===== config.mk =====
export PLATFORM = sky130hd
export DESIGN_NAME = elpc_latch_ctrl
export DESIGN_NICKNAME = d
export VERILOG_FILES = /design/src/common/elpc_pkg.sv /design/src/verilog/elpc_latch_ctrl.sv
export VERILOG_INCLUDE_DIRS = /design/src /design/src/common
export SDC_FILE = /design/constraint.sdc
export NUM_CORES = 1
export LEC_CHECK = 0
export BUFFER_PORTS_ARGS = -buffer_cell sky130_fd_sc_hd__buf_2
export CORE_MARGIN = 2
export CORE_UTILIZATION = 48
export DETAILED_ROUTE_END_ITERATION = 6
export GPL_ROUTABILITY_DRIVEN = 0
export PLACE_DENSITY = 0.74
export SLEW_MARGIN = 20
export SYNTH_ARGS = -nofsm -noshare
export SYNTH_HDL_FRONTEND = slang
export SYNTH_SLANG_ARGS = --single-unit

===== constraint.sdc =====
create_clock -name clk -period 2.5 [get_ports clk]
set_input_delay 0.5 -clock clk [delete_from_list [all_inputs] [get_ports clk]]
set_output_delay 0.5 -clock clk [all_outputs]
set_load 0.005 [all_outputs]

===== src/common/elpc_defs.svh =====
// Constants for the encoder latch and preset control block
`ifndef ELPC_DEFS_SVH
`define ELPC_DEFS_SVH

`define ELPC_CB_ZERO_EN     0
`define ELPC_CB_RISE_EN     1
`define ELPC_CB_PRESET      2
`define ELPC_CB_FALL_EN     3

`define ELPC_SB_ZERO_VALID  0
`define ELPC_SB_EXT_VALID   1
`define ELPC_SB_PRESET_ACC  2
`define ELPC_SB_UNDERFLOW   3
`define ELPC_SB_OVERFLOW    4
`define ELPC_SB_INPUT       5

`define ELPC_CTRL_RESET     8'h00
`define ELPC_COUNT_RESET    16'h0000
`define ELPC_COUNT_MAX      16'hffff
`define ELPC_OVF_CLEAR_AT   16'h5555
`define ELPC_UNF_CLEAR_AT   16'haaaa

`endif


===== src/common/elpc_pkg.sv =====
// Types for the encoder latch and preset control block
package elpc_pkg;
    typedef logic [15:0] elpc_count_t;
    typedef logic [7:0]  elpc_byte_t;
endpackage : elpc_pkg


===== src/verilog/elpc_latch_ctrl.sv =====
// Latch and preset control of a 16-bit incremental encoder counter
`timescale 1ns/1ps
`default_nettype none
`include "elpc_defs.svh"
// Overview of operation
// - Control byte: fall, preset, rise, zero enables
// - Falling ext edge captures once while enabled
// - Rising ext edge captures once while enabled
// - Ext capture only while ext valid low
// - Preset rising edge loads counter from preset
// - First C pulse after enable saves count
// - Zero-point latch beats external latches
// - Zero capture only while zero valid low
// - Zero valid clears only while C low
// - Status bits flag captures; value readable
// - Status bit 2 acknowledges accepted preset
// - Overflow/underflow flags set on wraps, cleared past one/two thirds or on the opposite wrap
module elpc_latch_ctrl (
    input  wire logic                clk,            // 40 MHz system clock
    input  wire logic                sys_rst,        // Async reset, active high
    input  wire elpc_pkg::elpc_byte_t control_byte,  // Control byte from controller
    input  wire logic                control_valid,  // Pulse: new control byte
    input  wire elpc_pkg::elpc_count_t preset_value, // Counter preset value
    input  wire logic                count_up,       // Pulse: count up one step
    input  wire logic                count_down,     // Pulse: count down one step
    input  wire logic                enc_c,          // Encoder C track
    input  wire logic                ext_latch_in,   // External latch input
    output var  elpc_pkg::elpc_count_t counter_value,   // Counter
    output var  elpc_pkg::elpc_count_t latch_value,     // Captured counter value
    output var  elpc_pkg::elpc_byte_t  status_byte      // Status byte
);
    import elpc_pkg::*;

    elpc_byte_t  ctrl,       next_ctrl;
    elpc_count_t count,      next_count;
    elpc_count_t latch,      next_latch;
    logic        zero_valid, next_zero_valid;
    logic        ext_valid,  next_ext_valid;
    logic        preset_acc, next_preset_acc;
    logic        ovf,        next_ovf;
    logic        unf,        next_unf;
    logic        c_prev,     ext_prev;

    logic        zero_en, rise_en, fall_en;
    logic        preset_edge, zero_cap, ext_cap, c_rise, ext_rise, ext_fall;
    logic        step_up, step_down;

    // Enables follow the most recent control byte
    assign zero_en     = ctrl[`ELPC_CB_ZERO_EN];
    assign rise_en     = ctrl[`ELPC_CB_RISE_EN];
    assign fall_en     = ctrl[`ELPC_CB_FALL_EN];
    assign preset_edge = control_valid && control_byte[`ELPC_CB_PRESET]
                         && !ctrl[`ELPC_CB_PRESET];

    assign c_rise   = enc_c && !c_prev;
    assign ext_rise = ext_latch_in && !ext_prev;
    assign ext_fall = !ext_latch_in && ext_prev;

    assign zero_cap = zero_en && c_rise && !zero_valid;
    // Zero latch armed blocks external capture into the shared register
    assign ext_cap  = !zero_en && !ext_valid
                      && ((rise_en && ext_rise) || (fall_en && ext_fall));

    assign step_up   = count_up && !count_down && !preset_edge;
    assign step_down = count_down && !count_up && !preset_edge;

    always_comb begin
        next_ctrl       = control_valid ? control_byte : ctrl;
        next_count      = count;
        next_latch      = latch;
        next_zero_valid = zero_valid;
        next_ext_valid  = ext_valid;
        next_preset_acc = preset_acc;
        next_ovf        = ovf;
        next_unf        = unf;
        if (preset_edge) begin
            next_count      = preset_value;
            next_preset_acc = 1'b1;
        end else if (step_up) begin
            next_count = count + 16'h0001;
        end else if (step_down) begin
            next_count = count - 16'h0001;
        end
        if (control_valid && !control_byte[`ELPC_CB_PRESET]) begin
            next_preset_acc = 1'b0;
        end
        if (step_up && count == `ELPC_COUNT_MAX) begin
            next_ovf = 1'b1;
            next_unf = 1'b0;
        end else if (step_up && count == `ELPC_OVF_CLEAR_AT) begin
            next_ovf = 1'b0;
        end
        if (step_down && count == `ELPC_COUNT_RESET) begin
            next_unf = 1'b1;
            next_ovf = 1'b0;
        end else if (step_down && count == `ELPC_UNF_CLEAR_AT) begin
            next_unf = 1'b0;
        end
        // Valid drops only once the enable is withdrawn
        if (!zero_en && !enc_c) begin
            next_zero_valid = 1'b0;
        end
        if (!rise_en && !fall_en) begin
            next_ext_valid = 1'b0;
        end
        if (zero_cap) begin
            next_latch      = count;
            next_zero_valid = 1'b1;
        end else if (ext_cap) begin
            next_latch     = count;
            next_ext_valid = 1'b1;
        end
    end

    always_ff @(posedge clk or posedge sys_rst) begin
        if (sys_rst) begin
            ctrl       <= `ELPC_CTRL_RESET;
            count      <= `ELPC_COUNT_RESET;
            latch      <= `ELPC_COUNT_RESET;
            zero_valid <= 1'b0;
            ext_valid  <= 1'b0;
            preset_acc <= 1'b0;
            ovf        <= 1'b0;
            unf        <= 1'b0;
            c_prev     <= 1'b0;
            ext_prev   <= 1'b0;
        end else begin
            ctrl       <= next_ctrl;
            count      <= next_count;
            latch      <= next_latch;
            zero_valid <= next_zero_valid;
            ext_valid  <= next_ext_valid;
            preset_acc <= next_preset_acc;
            ovf        <= next_ovf;
            unf        <= next_unf;
            c_prev     <= enc_c;
            ext_prev   <= ext_latch_in;
        end
    end

    assign counter_value = count;
    assign latch_value   = latch;
    always_comb begin
        status_byte                      = 8'h00;
        status_byte[`ELPC_SB_ZERO_VALID] = zero_valid;
        status_byte[`ELPC_SB_EXT_VALID]  = ext_valid;
        status_byte[`ELPC_SB_PRESET_ACC] = preset_acc;
        status_byte[`ELPC_SB_UNDERFLOW]  = unf;
        status_byte[`ELPC_SB_OVERFLOW]   = ovf;
        status_byte[`ELPC_SB_INPUT]      = ext_prev;
    end
endmodule : elpc_latch_ctrl
`default_nettype wire


==> impl_results.md, run 1 <==
- Top delay family on crit path: simple AND/OR/NAND/NOR gates
- Tcrit/Tclk final: 1.01
- Bufs on Longest Clock Path: 2
- Mapped Cells: 284
- Top Ports: 71
- CP peak stage delay: 0.38 ns
- Violated checks: setup timing
- Drt via density: 5.79
- Gr usage total: 0.230
- Synth top area cells: dfrtp_1, ha_1, mux2_2
- Starting DRT DRC Count: 209
- Largest family of logic cells by synthesized area: compound AO/OA/AOI/OAI gates
- IO Port Bufs: between 60 and 70
- Cell Chain, Critical Path: nand3b_1 > nand2_4 > inv_2 > fa_2 > nand2b_4 > a211oi_4 > o21ai_2 > and3_1 > or3_1 > a21oi_2
- Buf/Inv on CP: 1
- Compound-Gate Fraction of Synth Area: 0.182
- Share of flip-flops with an asynchronous set or reset: 1.00
- Adder-cell share of the synthesized area: 0.0827
- PD cells: 1230 nW/um^2
- Critical Path RT: approximately 2.7 ns
- H-tree depth: 2
- Critical Path Fanout Max: 8
- Max Fclk: 0.395 GHz
- Clock transition at path regs: 0.09 ns
- Post-DP HPWL: approximately 5.2 mm
- Tightest Pin Transition: 0.556 ns
- Cell area after placement: 3310 um^2
- Final net count: 439
- NetSw: roughly 1.9 mW
- Status: complete, but fails checks
- Seq pwr share: 0.286
- Internal: 2.62 mW
- Worst Path Arrival: 2.77 ns
- Fraction of layout cells with a size suffix above 1: 0.441
- Antenna viol nets, final: 0
- WS Path Type: reg2reg
- Syn Std Cell Area: between 2000 and 3000 um^2
- Final wirelength: 7.63 mm
- Most frequent cells after synthesis: dfrtp_1, nand2_1, nor2_1, a21oi_1, o21ai_0
- Syn avg cell area: ~9.4 um^2
- Clock share of power: 0.122
- VDD IR-drop max: 0.000644 V
- Synth unique cells: 44
- Most numerous cell in the Yosys netlist: dfrtp_1
- CTS Buf Count: 5
- HP Class: in2async
- CP Launch Point: ctrl[2]
- Crit path launch type: flip-flop
- P_leak: 1.68 nW
- Crit path time final: between 2 and 3 ns
- WL/cell: 16.4 um
- Comb power frac: 0.593
- Largest net degree at the start of global routing: 44
- Clk sinks: 43
- Die W: 78.5 um
- Area delta synth->final: 37.0%
- Post-Synth Simple-Gate Area: 0.172
- Antenna violations before repair: 0
- Design area: 3650 um^2
- First-pass GRT wire length: ~11 mm
- Mux share of post-synthesis cell area: 0.0794
- Primary FF master, synth: dfrtp_1
- Post-synthesis xor/xnor area fraction: 0.0329
- Clock Latency Late Sink: 0.30 ns
- Syn. warnings: 0
- Drt drc: 0
- Setup-failing EPs final: 3
- Hold WS: 0.326 ns
- Final core utilization: 0.671
- Area leader, netlist: dfrtp_1
- Antenna Cells: 0
- Critical path capture point type: flip-flop
- Sequential-to-total area share from yosys stat: 0.404
- Design Power: 4.49 mW
- Slew Limit Fails: 0
- CTS tree: done
- Slowest CP cell: dfrtp_1
- Sw Share: 0.416
- Core area: 5440 um^2
- Final hold vios: 0
- Skew final: 0.0110 ns
- Drt pass-1 iters: 5
- Max-cap violation count: 0
- Root buf cell: clkbuf_8
- Reg2reg start: ctrl[2]
- Yosys top cell area share: 0.404
- Initial core utilization: 0.490
- Fin worst setup slack: -0.0347 ns
- Overflow after GRT: 0
- Filler cell count in the final layout: around 420
- Die area: 6160 um^2
- Max_slew headroom: 0.628
- Post-synth EDFFs: 0
- Die Ht: 78.5 um
- Core Rows: 27
- Vias in the first global route: 2413
- Flops & latches, synth: 43
- RSZ-0062 raised after global routing: true
- Via count: approximately 2.7k
## worst reg2reg max path: stages (launching register included)
cell	delay (ns)
dfrtp_1	0.38
nand3b_1	0.29
nand2_4	0.21
inv_2	0.05
fa_2	0.36
nand2b_4	0.17
a211oi_4	0.28
o21ai_2	0.11
and3_1	0.15
or3_1	0.36
a21oi_2	0.12
## per-layer routing
| metal | routed length [um] | GRT usage | vias to the layer above |
|---|---|---|---|
| li1 | - | - | 1239 |
| met1 | 3150 | 0.319 | 1293 |
| met2 | 3780 | 0.381 | 129 |
| met3 | 487 | 0.0184 | 25 |
| met4 | 214 | 0.0754 | 0 |
| met5 | 0 | 0 | - |
## through the flow
| step | TNS, ns | setup WS, ns | cells |
|---|---|---|---|
| final | -0.0539 | -0.0347 | 464 |
| after global routing | -0.368 | -0.0865 | 464 |
| after CTS | 0 | 0.00841 | 457 |
| after detailed placement | -1.65 | -0.315 | 446 |
| after global placement | -0.927 | -0.190 | 446 |
| after floorplan | -0.192 | -0.0853 | 285 |
## cell usage in the layout (no fill, tap or decap), drive strengths merged, types with 2 or more instances in the layout
| cell | n |
|---|---|
| or3 | 4 |
| xnor2 | 8 |
| clkbuf | 5 |
| nand4 | 6 |
| buf | 113 |
| o211ai | 3 |
| nand3b | 3 |
| o21ai | 24 |
| and3 | 3 |
| xor2 | 2 |
| a311oi | 2 |
| mux2i | 2 |
| conb | 2 |
| nand3 | 3 |
| mux2 | 17 |
| dfrtp | 43 |
| a22oi | 2 |
| nor3 | 5 |
| nor2b | 3 |
| a211oi | 8 |
| nor4 | 5 |
| clkinv | 2 |
| nand2b | 4 |
| nand2 | 30 |
| ha | 16 |
| a31oi | 4 |
| a21oi | 24 |
| nor2 | 28 |
| inv | 9 |
## path summary, 6_finish.rpt
path	to	slack (ns)	depth (start not counted)
worst max-delay path	counter_value[12]	-0.03	10
worst min-delay path	counter_value[9]	0.33	3
worst max register to register	counter_value[12]	-0.03	10
worst min register to register	latch_value[0]	0.49	2
max in group asynchronous	latch_value[7]	1.80	3
min in group clk	ext_prev	0.33	1
## kinds of logic after synthesis
kind of cell             Yosys count
other                              1
flip-flops                        43
AND/OR/NAND/NOR                   95
adder cells (fa/ha/maj)           17
AO/OA/AOI/OAI                     75
XOR/XNOR                          10
buffers and inverters             24
multiplexers                      19
## layout make-up
class	count	area, um^2	area share
Multi-Input combinational cell	219	1640	0.451
Sequential cell	43	1080	0.295
Timing Repair Buffer	113	692	0.190
Tap cell	72	90.1	0.0247
Clock buffer	5	68.8	0.0189
Clock inverter	3	43.8	0.0120
Inverter	9	33.8	0.00926
## power by group through the flow
| stage | Combinational, mW | Sequential (mW) | Clock [mW] |
|---|---|---|---|
| finish | 2.66 | 1.28 | 0.548 |
| global route | 2.88 | 1.31 | 0.598 |
| CTS | 2.37 | 1.25 | 0.557 |
| detailed placement | 2.33 | 1.27 | 0 |
| global placement | 2.26 | 1.25 | 0 |
| floorplan | 1.36 | 1.24 | 0 |
## repair_timing
item | CTS | global route
buffers inserted | 3 | 6
hold buffers | 0 | 0
pin swaps | 1 | 15
gates cloned | 0 | 1
resized for setup | 1 | 29
setup endpoints to repair | 3 | 6
Note: power is estimated with default switching activity, not from simulation.
==> run 2: changes to the inputs <==
--- a/config.mk
+++ b/config.mk
@@ -7,11 +7,14 @@
 export NUM_CORES = 1
 export LEC_CHECK = 0
 export BUFFER_PORTS_ARGS = -buffer_cell sky130_fd_sc_hd__buf_2
+export CAP_MARGIN = 10
 export CORE_MARGIN = 2
 export CORE_UTILIZATION = 48
 export DETAILED_ROUTE_END_ITERATION = 6
 export GPL_ROUTABILITY_DRIVEN = 0
+export GPL_TIMING_DRIVEN = 0
 export PLACE_DENSITY = 0.74
+export SETUP_SLACK_MARGIN = 0.3
 export SLEW_MARGIN = 20
 export SYNTH_ARGS = -nofsm -noshare
 export SYNTH_HDL_FRONTEND = slang
==> run 2 against run 1 <==
Compared with the run above: the flow now finishes without violations; wire length shrank 6.4%; die area unchanged; worst hold slack got worse by 0.21 ns; clock-buffer cell count up 1; cell count decreased by 4.7%; sequential power increased by 5%; fmax rose by 7.4%; sequential cell count unchanged; clock skew fell by 0.0022 ns; first-iteration DRC count is 59% lower; largest power group unchanged.
==> impl_results.md, run 2 (synthesized netlist as in run 1, its figures left out) <==
- Status: finished, final reports clean (was complete, but fails checks)
- CTS tree: done (unchanged)
- CP peak stage delay: 0.38 ns (about the same)
- Hold WS: 0.112 ns (was 0.326 ns)
- Final wirelength: 7.15 mm (was 7.63 mm)
- Max Fclk: 0.424 GHz (was 0.395 GHz)
- Bufs on Longest Clock Path: 2 (unchanged)
- Filler cell count in the final layout: 424 (was 423)
- Die area: 6160 um^2 (unchanged)
- Vias in the first global route: 2335 (was 2413)
- Antenna Cells: 0 (unchanged)
- Final core utilization: 0.648 (was 0.671)
- Tightest Pin Transition: 0.508 ns (was 0.556 ns)
- First-pass GRT wire length: 11.2 mm (was 11.4 mm)
- Fin worst setup slack: 0.139 ns (was -0.0347 ns)
- Antenna violations before repair: 0 (unchanged)
- Core area: 5440 um^2 (unchanged)
- Setup TNS: 0 ns (was -0.0539 ns)
- Overflow after GRT: 0 (unchanged)
- Root buf cell: clkbuf_8 (unchanged)
- Worst Path Arrival: 2.58 ns (was 2.77 ns)
- Dpl cells: 421 (was 446)
- Antenna viol nets, final: 0 (unchanged)
- Clk sinks: 43 (unchanged)
- Critical path capture point type: flip-flop (unchanged)
- Largest net degree at the start of global routing: 36 (was 44)
- Post-DP HPWL: 5.03 mm (was 5.25 mm)
- Fraction of layout cells with a size suffix above 1: 0.389 (was 0.441)
- Die W: 78.5 um (unchanged)
- Design area: 3520 um^2 (was 3650 um^2)
- RSZ-0062 raised after global routing: true (unchanged)
- Most used cell, CP: a21oi_1
- Comb power frac: 0.560 (was 0.593)
- Drt via density: 5.63 (was 5.79)
- Crit path time final: 2.36 ns (was 2.53 ns)
- Cell area after placement: 3130 um^2 (was 3310 um^2)
- WS Path Type: reg2reg (unchanged)
- Critical Path Fanout Max: 7 (was 8)
- Slowest CP cell: dfrtp_1 (unchanged)
- WL/cell: 16.2 um (was 16.4 um)
- Internal: 2.45 mW (was 2.62 mW)
- Clock transition at path regs: 0.08 ns (was 0.09 ns)
- HP Class: in2async (unchanged)
- Worst reg-to-reg path cell count: 10 (unchanged)
- Sw Share: 0.420 (was 0.416)
- Drt pass-1 iters: 4 (was 5)
- Most common cell after layout, fill and taps aside: buf_2 (unchanged)
- Area delta synth->final: 32.4% (was 37.0%)
- Setup-failing EPs final: 0 (was 3)
- CTS Buf Count: 5 (unchanged)
- Final hold vios: 0 (unchanged)
- Max_slew headroom: 0.662 (was 0.628)
- Drt drc: 0 (unchanged)
- Slew Limit Fails: 0 (unchanged)
- Clock Latency Late Sink: 0.29 ns (was 0.30 ns)
- H-tree depth: 2 (unchanged)
- Via count: 2489 (was 2686)
- Cell Chain, Critical Path: nand3b_1 > buf_6 > nand2_4 > ha_4 > o211ai_1 > a211oi_4 > o21ai_2 > a21oi_1 > or3_1 > a21oi_1 (was nand3b_1 > nand2_4 > inv_2 > fa_2 > nand2b_4 > a211oi_4 > o21ai_2 > and3_1 > or3_1 > a21oi_2)
- Final net count: 418 (was 439)
- Tcrit/Tclk final: 0.944 (was 1.01)
- Design Power: 4.23 mW (was 4.49 mW)
- Gr usage total: 0.231 (was 0.230)
- IO Port Bufs: 63 (was 64)
- Seq pwr share: 0.318 (was 0.286)
- Top Ports: 71 (unchanged)
- Non-filler cells, final: 442 (was 464)
- Max-cap violation count: 0 (unchanged)
- PD cells: 1200 nW/um^2 (was 1230 nW/um^2)
- Starting DRT DRC Count: 86 (was 209)
- VDD IR-drop max: 0.000726 V (was 0.000644 V)
- Core Rows: 27 (unchanged)
- Skew final: 0.00877 ns (was 0.0110 ns)
- Initial core utilization: 0.490 (unchanged)
- Most frequent cells in the layout: buf_2, dfrtp_1, nor2_1, nand2_1, a21oi_1 (was buf_2, buf_4, dfrtp_1, nand2_1, nor2_1)
- Crit path launch type: flip-flop (unchanged)
- P_leak: 1.57 nW (was 1.68 nW)
- Clock share of power: 0.122 (about the same)
- NetSw: 1.78 mW (was 1.87 mW)
- Critical Path RT: 2.72 ns (was 2.74 ns)
- Die Ht: 78.5 um (unchanged)
- Pre-CTS WS: -0.481 ns (was -0.315 ns)
## run 2: path summary, 6_finish.rpt
| kind | to | slack, ns | start |
|---|---|---|---|
| max | counter_value[12] | 0.14 | ctrl[2] |
| min | latch_value[4] | 0.11 | sys_rst |
| max reg2reg | counter_value[12] | 0.14 | ctrl[2] |
| min reg2reg | latch_value[0] | 0.49 | latch_value[0] |
| max in group asynchronous | ext_valid | 1.93 | sys_rst |
| min in group clk | ext_prev | 0.34 | ext_latch_in |
## run 2: repair_timing
item / in CTS / in global routing
resized for setup: 16 / 19
buffers inserted: 9 / 4
hold buffers: 0 / 0
pin swaps: 10 / 12
cloned: 1 / 0
endpoints found under the setup margin: 13 / 11
hold endpoints to repair: 0 / 0
## run 2: worst max-delay path: cells and delay by family, from the launching register on
| kind | cells | cell delay, ns |
|---|---|---|
| AND/OR/NAND/NOR | 3 | 0.67 |
| flip-flops | 1 | 0.38 |
| buffers and inverters | 1 | 0.15 |
| AO/OA/AOI/OAI | 5 | 0.86 |
| adder cells (fa/ha/maj) | 1 | 0.24 |
## run 2: final cells by class
class | instances | area [um^2] | share of cell area
multi-input combinational | 219 | 1680 | 0.476
sequential | 43 | 1080 | 0.305
timing repair buffer | 77 | 444 | 0.126
buffer | 15 | 98.8 | 0.0280
tap | 72 | 90.1 | 0.0256
clock buffer | 6 | 72.6 | 0.0206
inverter | 9 | 36.3 | 0.0103
clock inverter | 1 | 30.0 | 0.00852
## run 2: power groups by stage
stage	clock network (mW)	registers, mW	logic (mW)
finish	0.515	1.35	2.37
global route	0.553	1.39	2.60
CTS	0.524	1.33	2.06
detailed placement	0	1.33	1.93
global placement	0	1.31	1.87
floorplan	0	1.24	1.36
## run 2: layer usage
metal  part of all wire  global-route usage  routed length, um  vias up
met2               0.49               0.381               3520       88
met1               0.44               0.315               3140     1192
li1                   -                   -                  -     1198
met4              0.014              0.0754                102        0
met5                  0                   0                  0        -
met3              0.053              0.0276                380       11
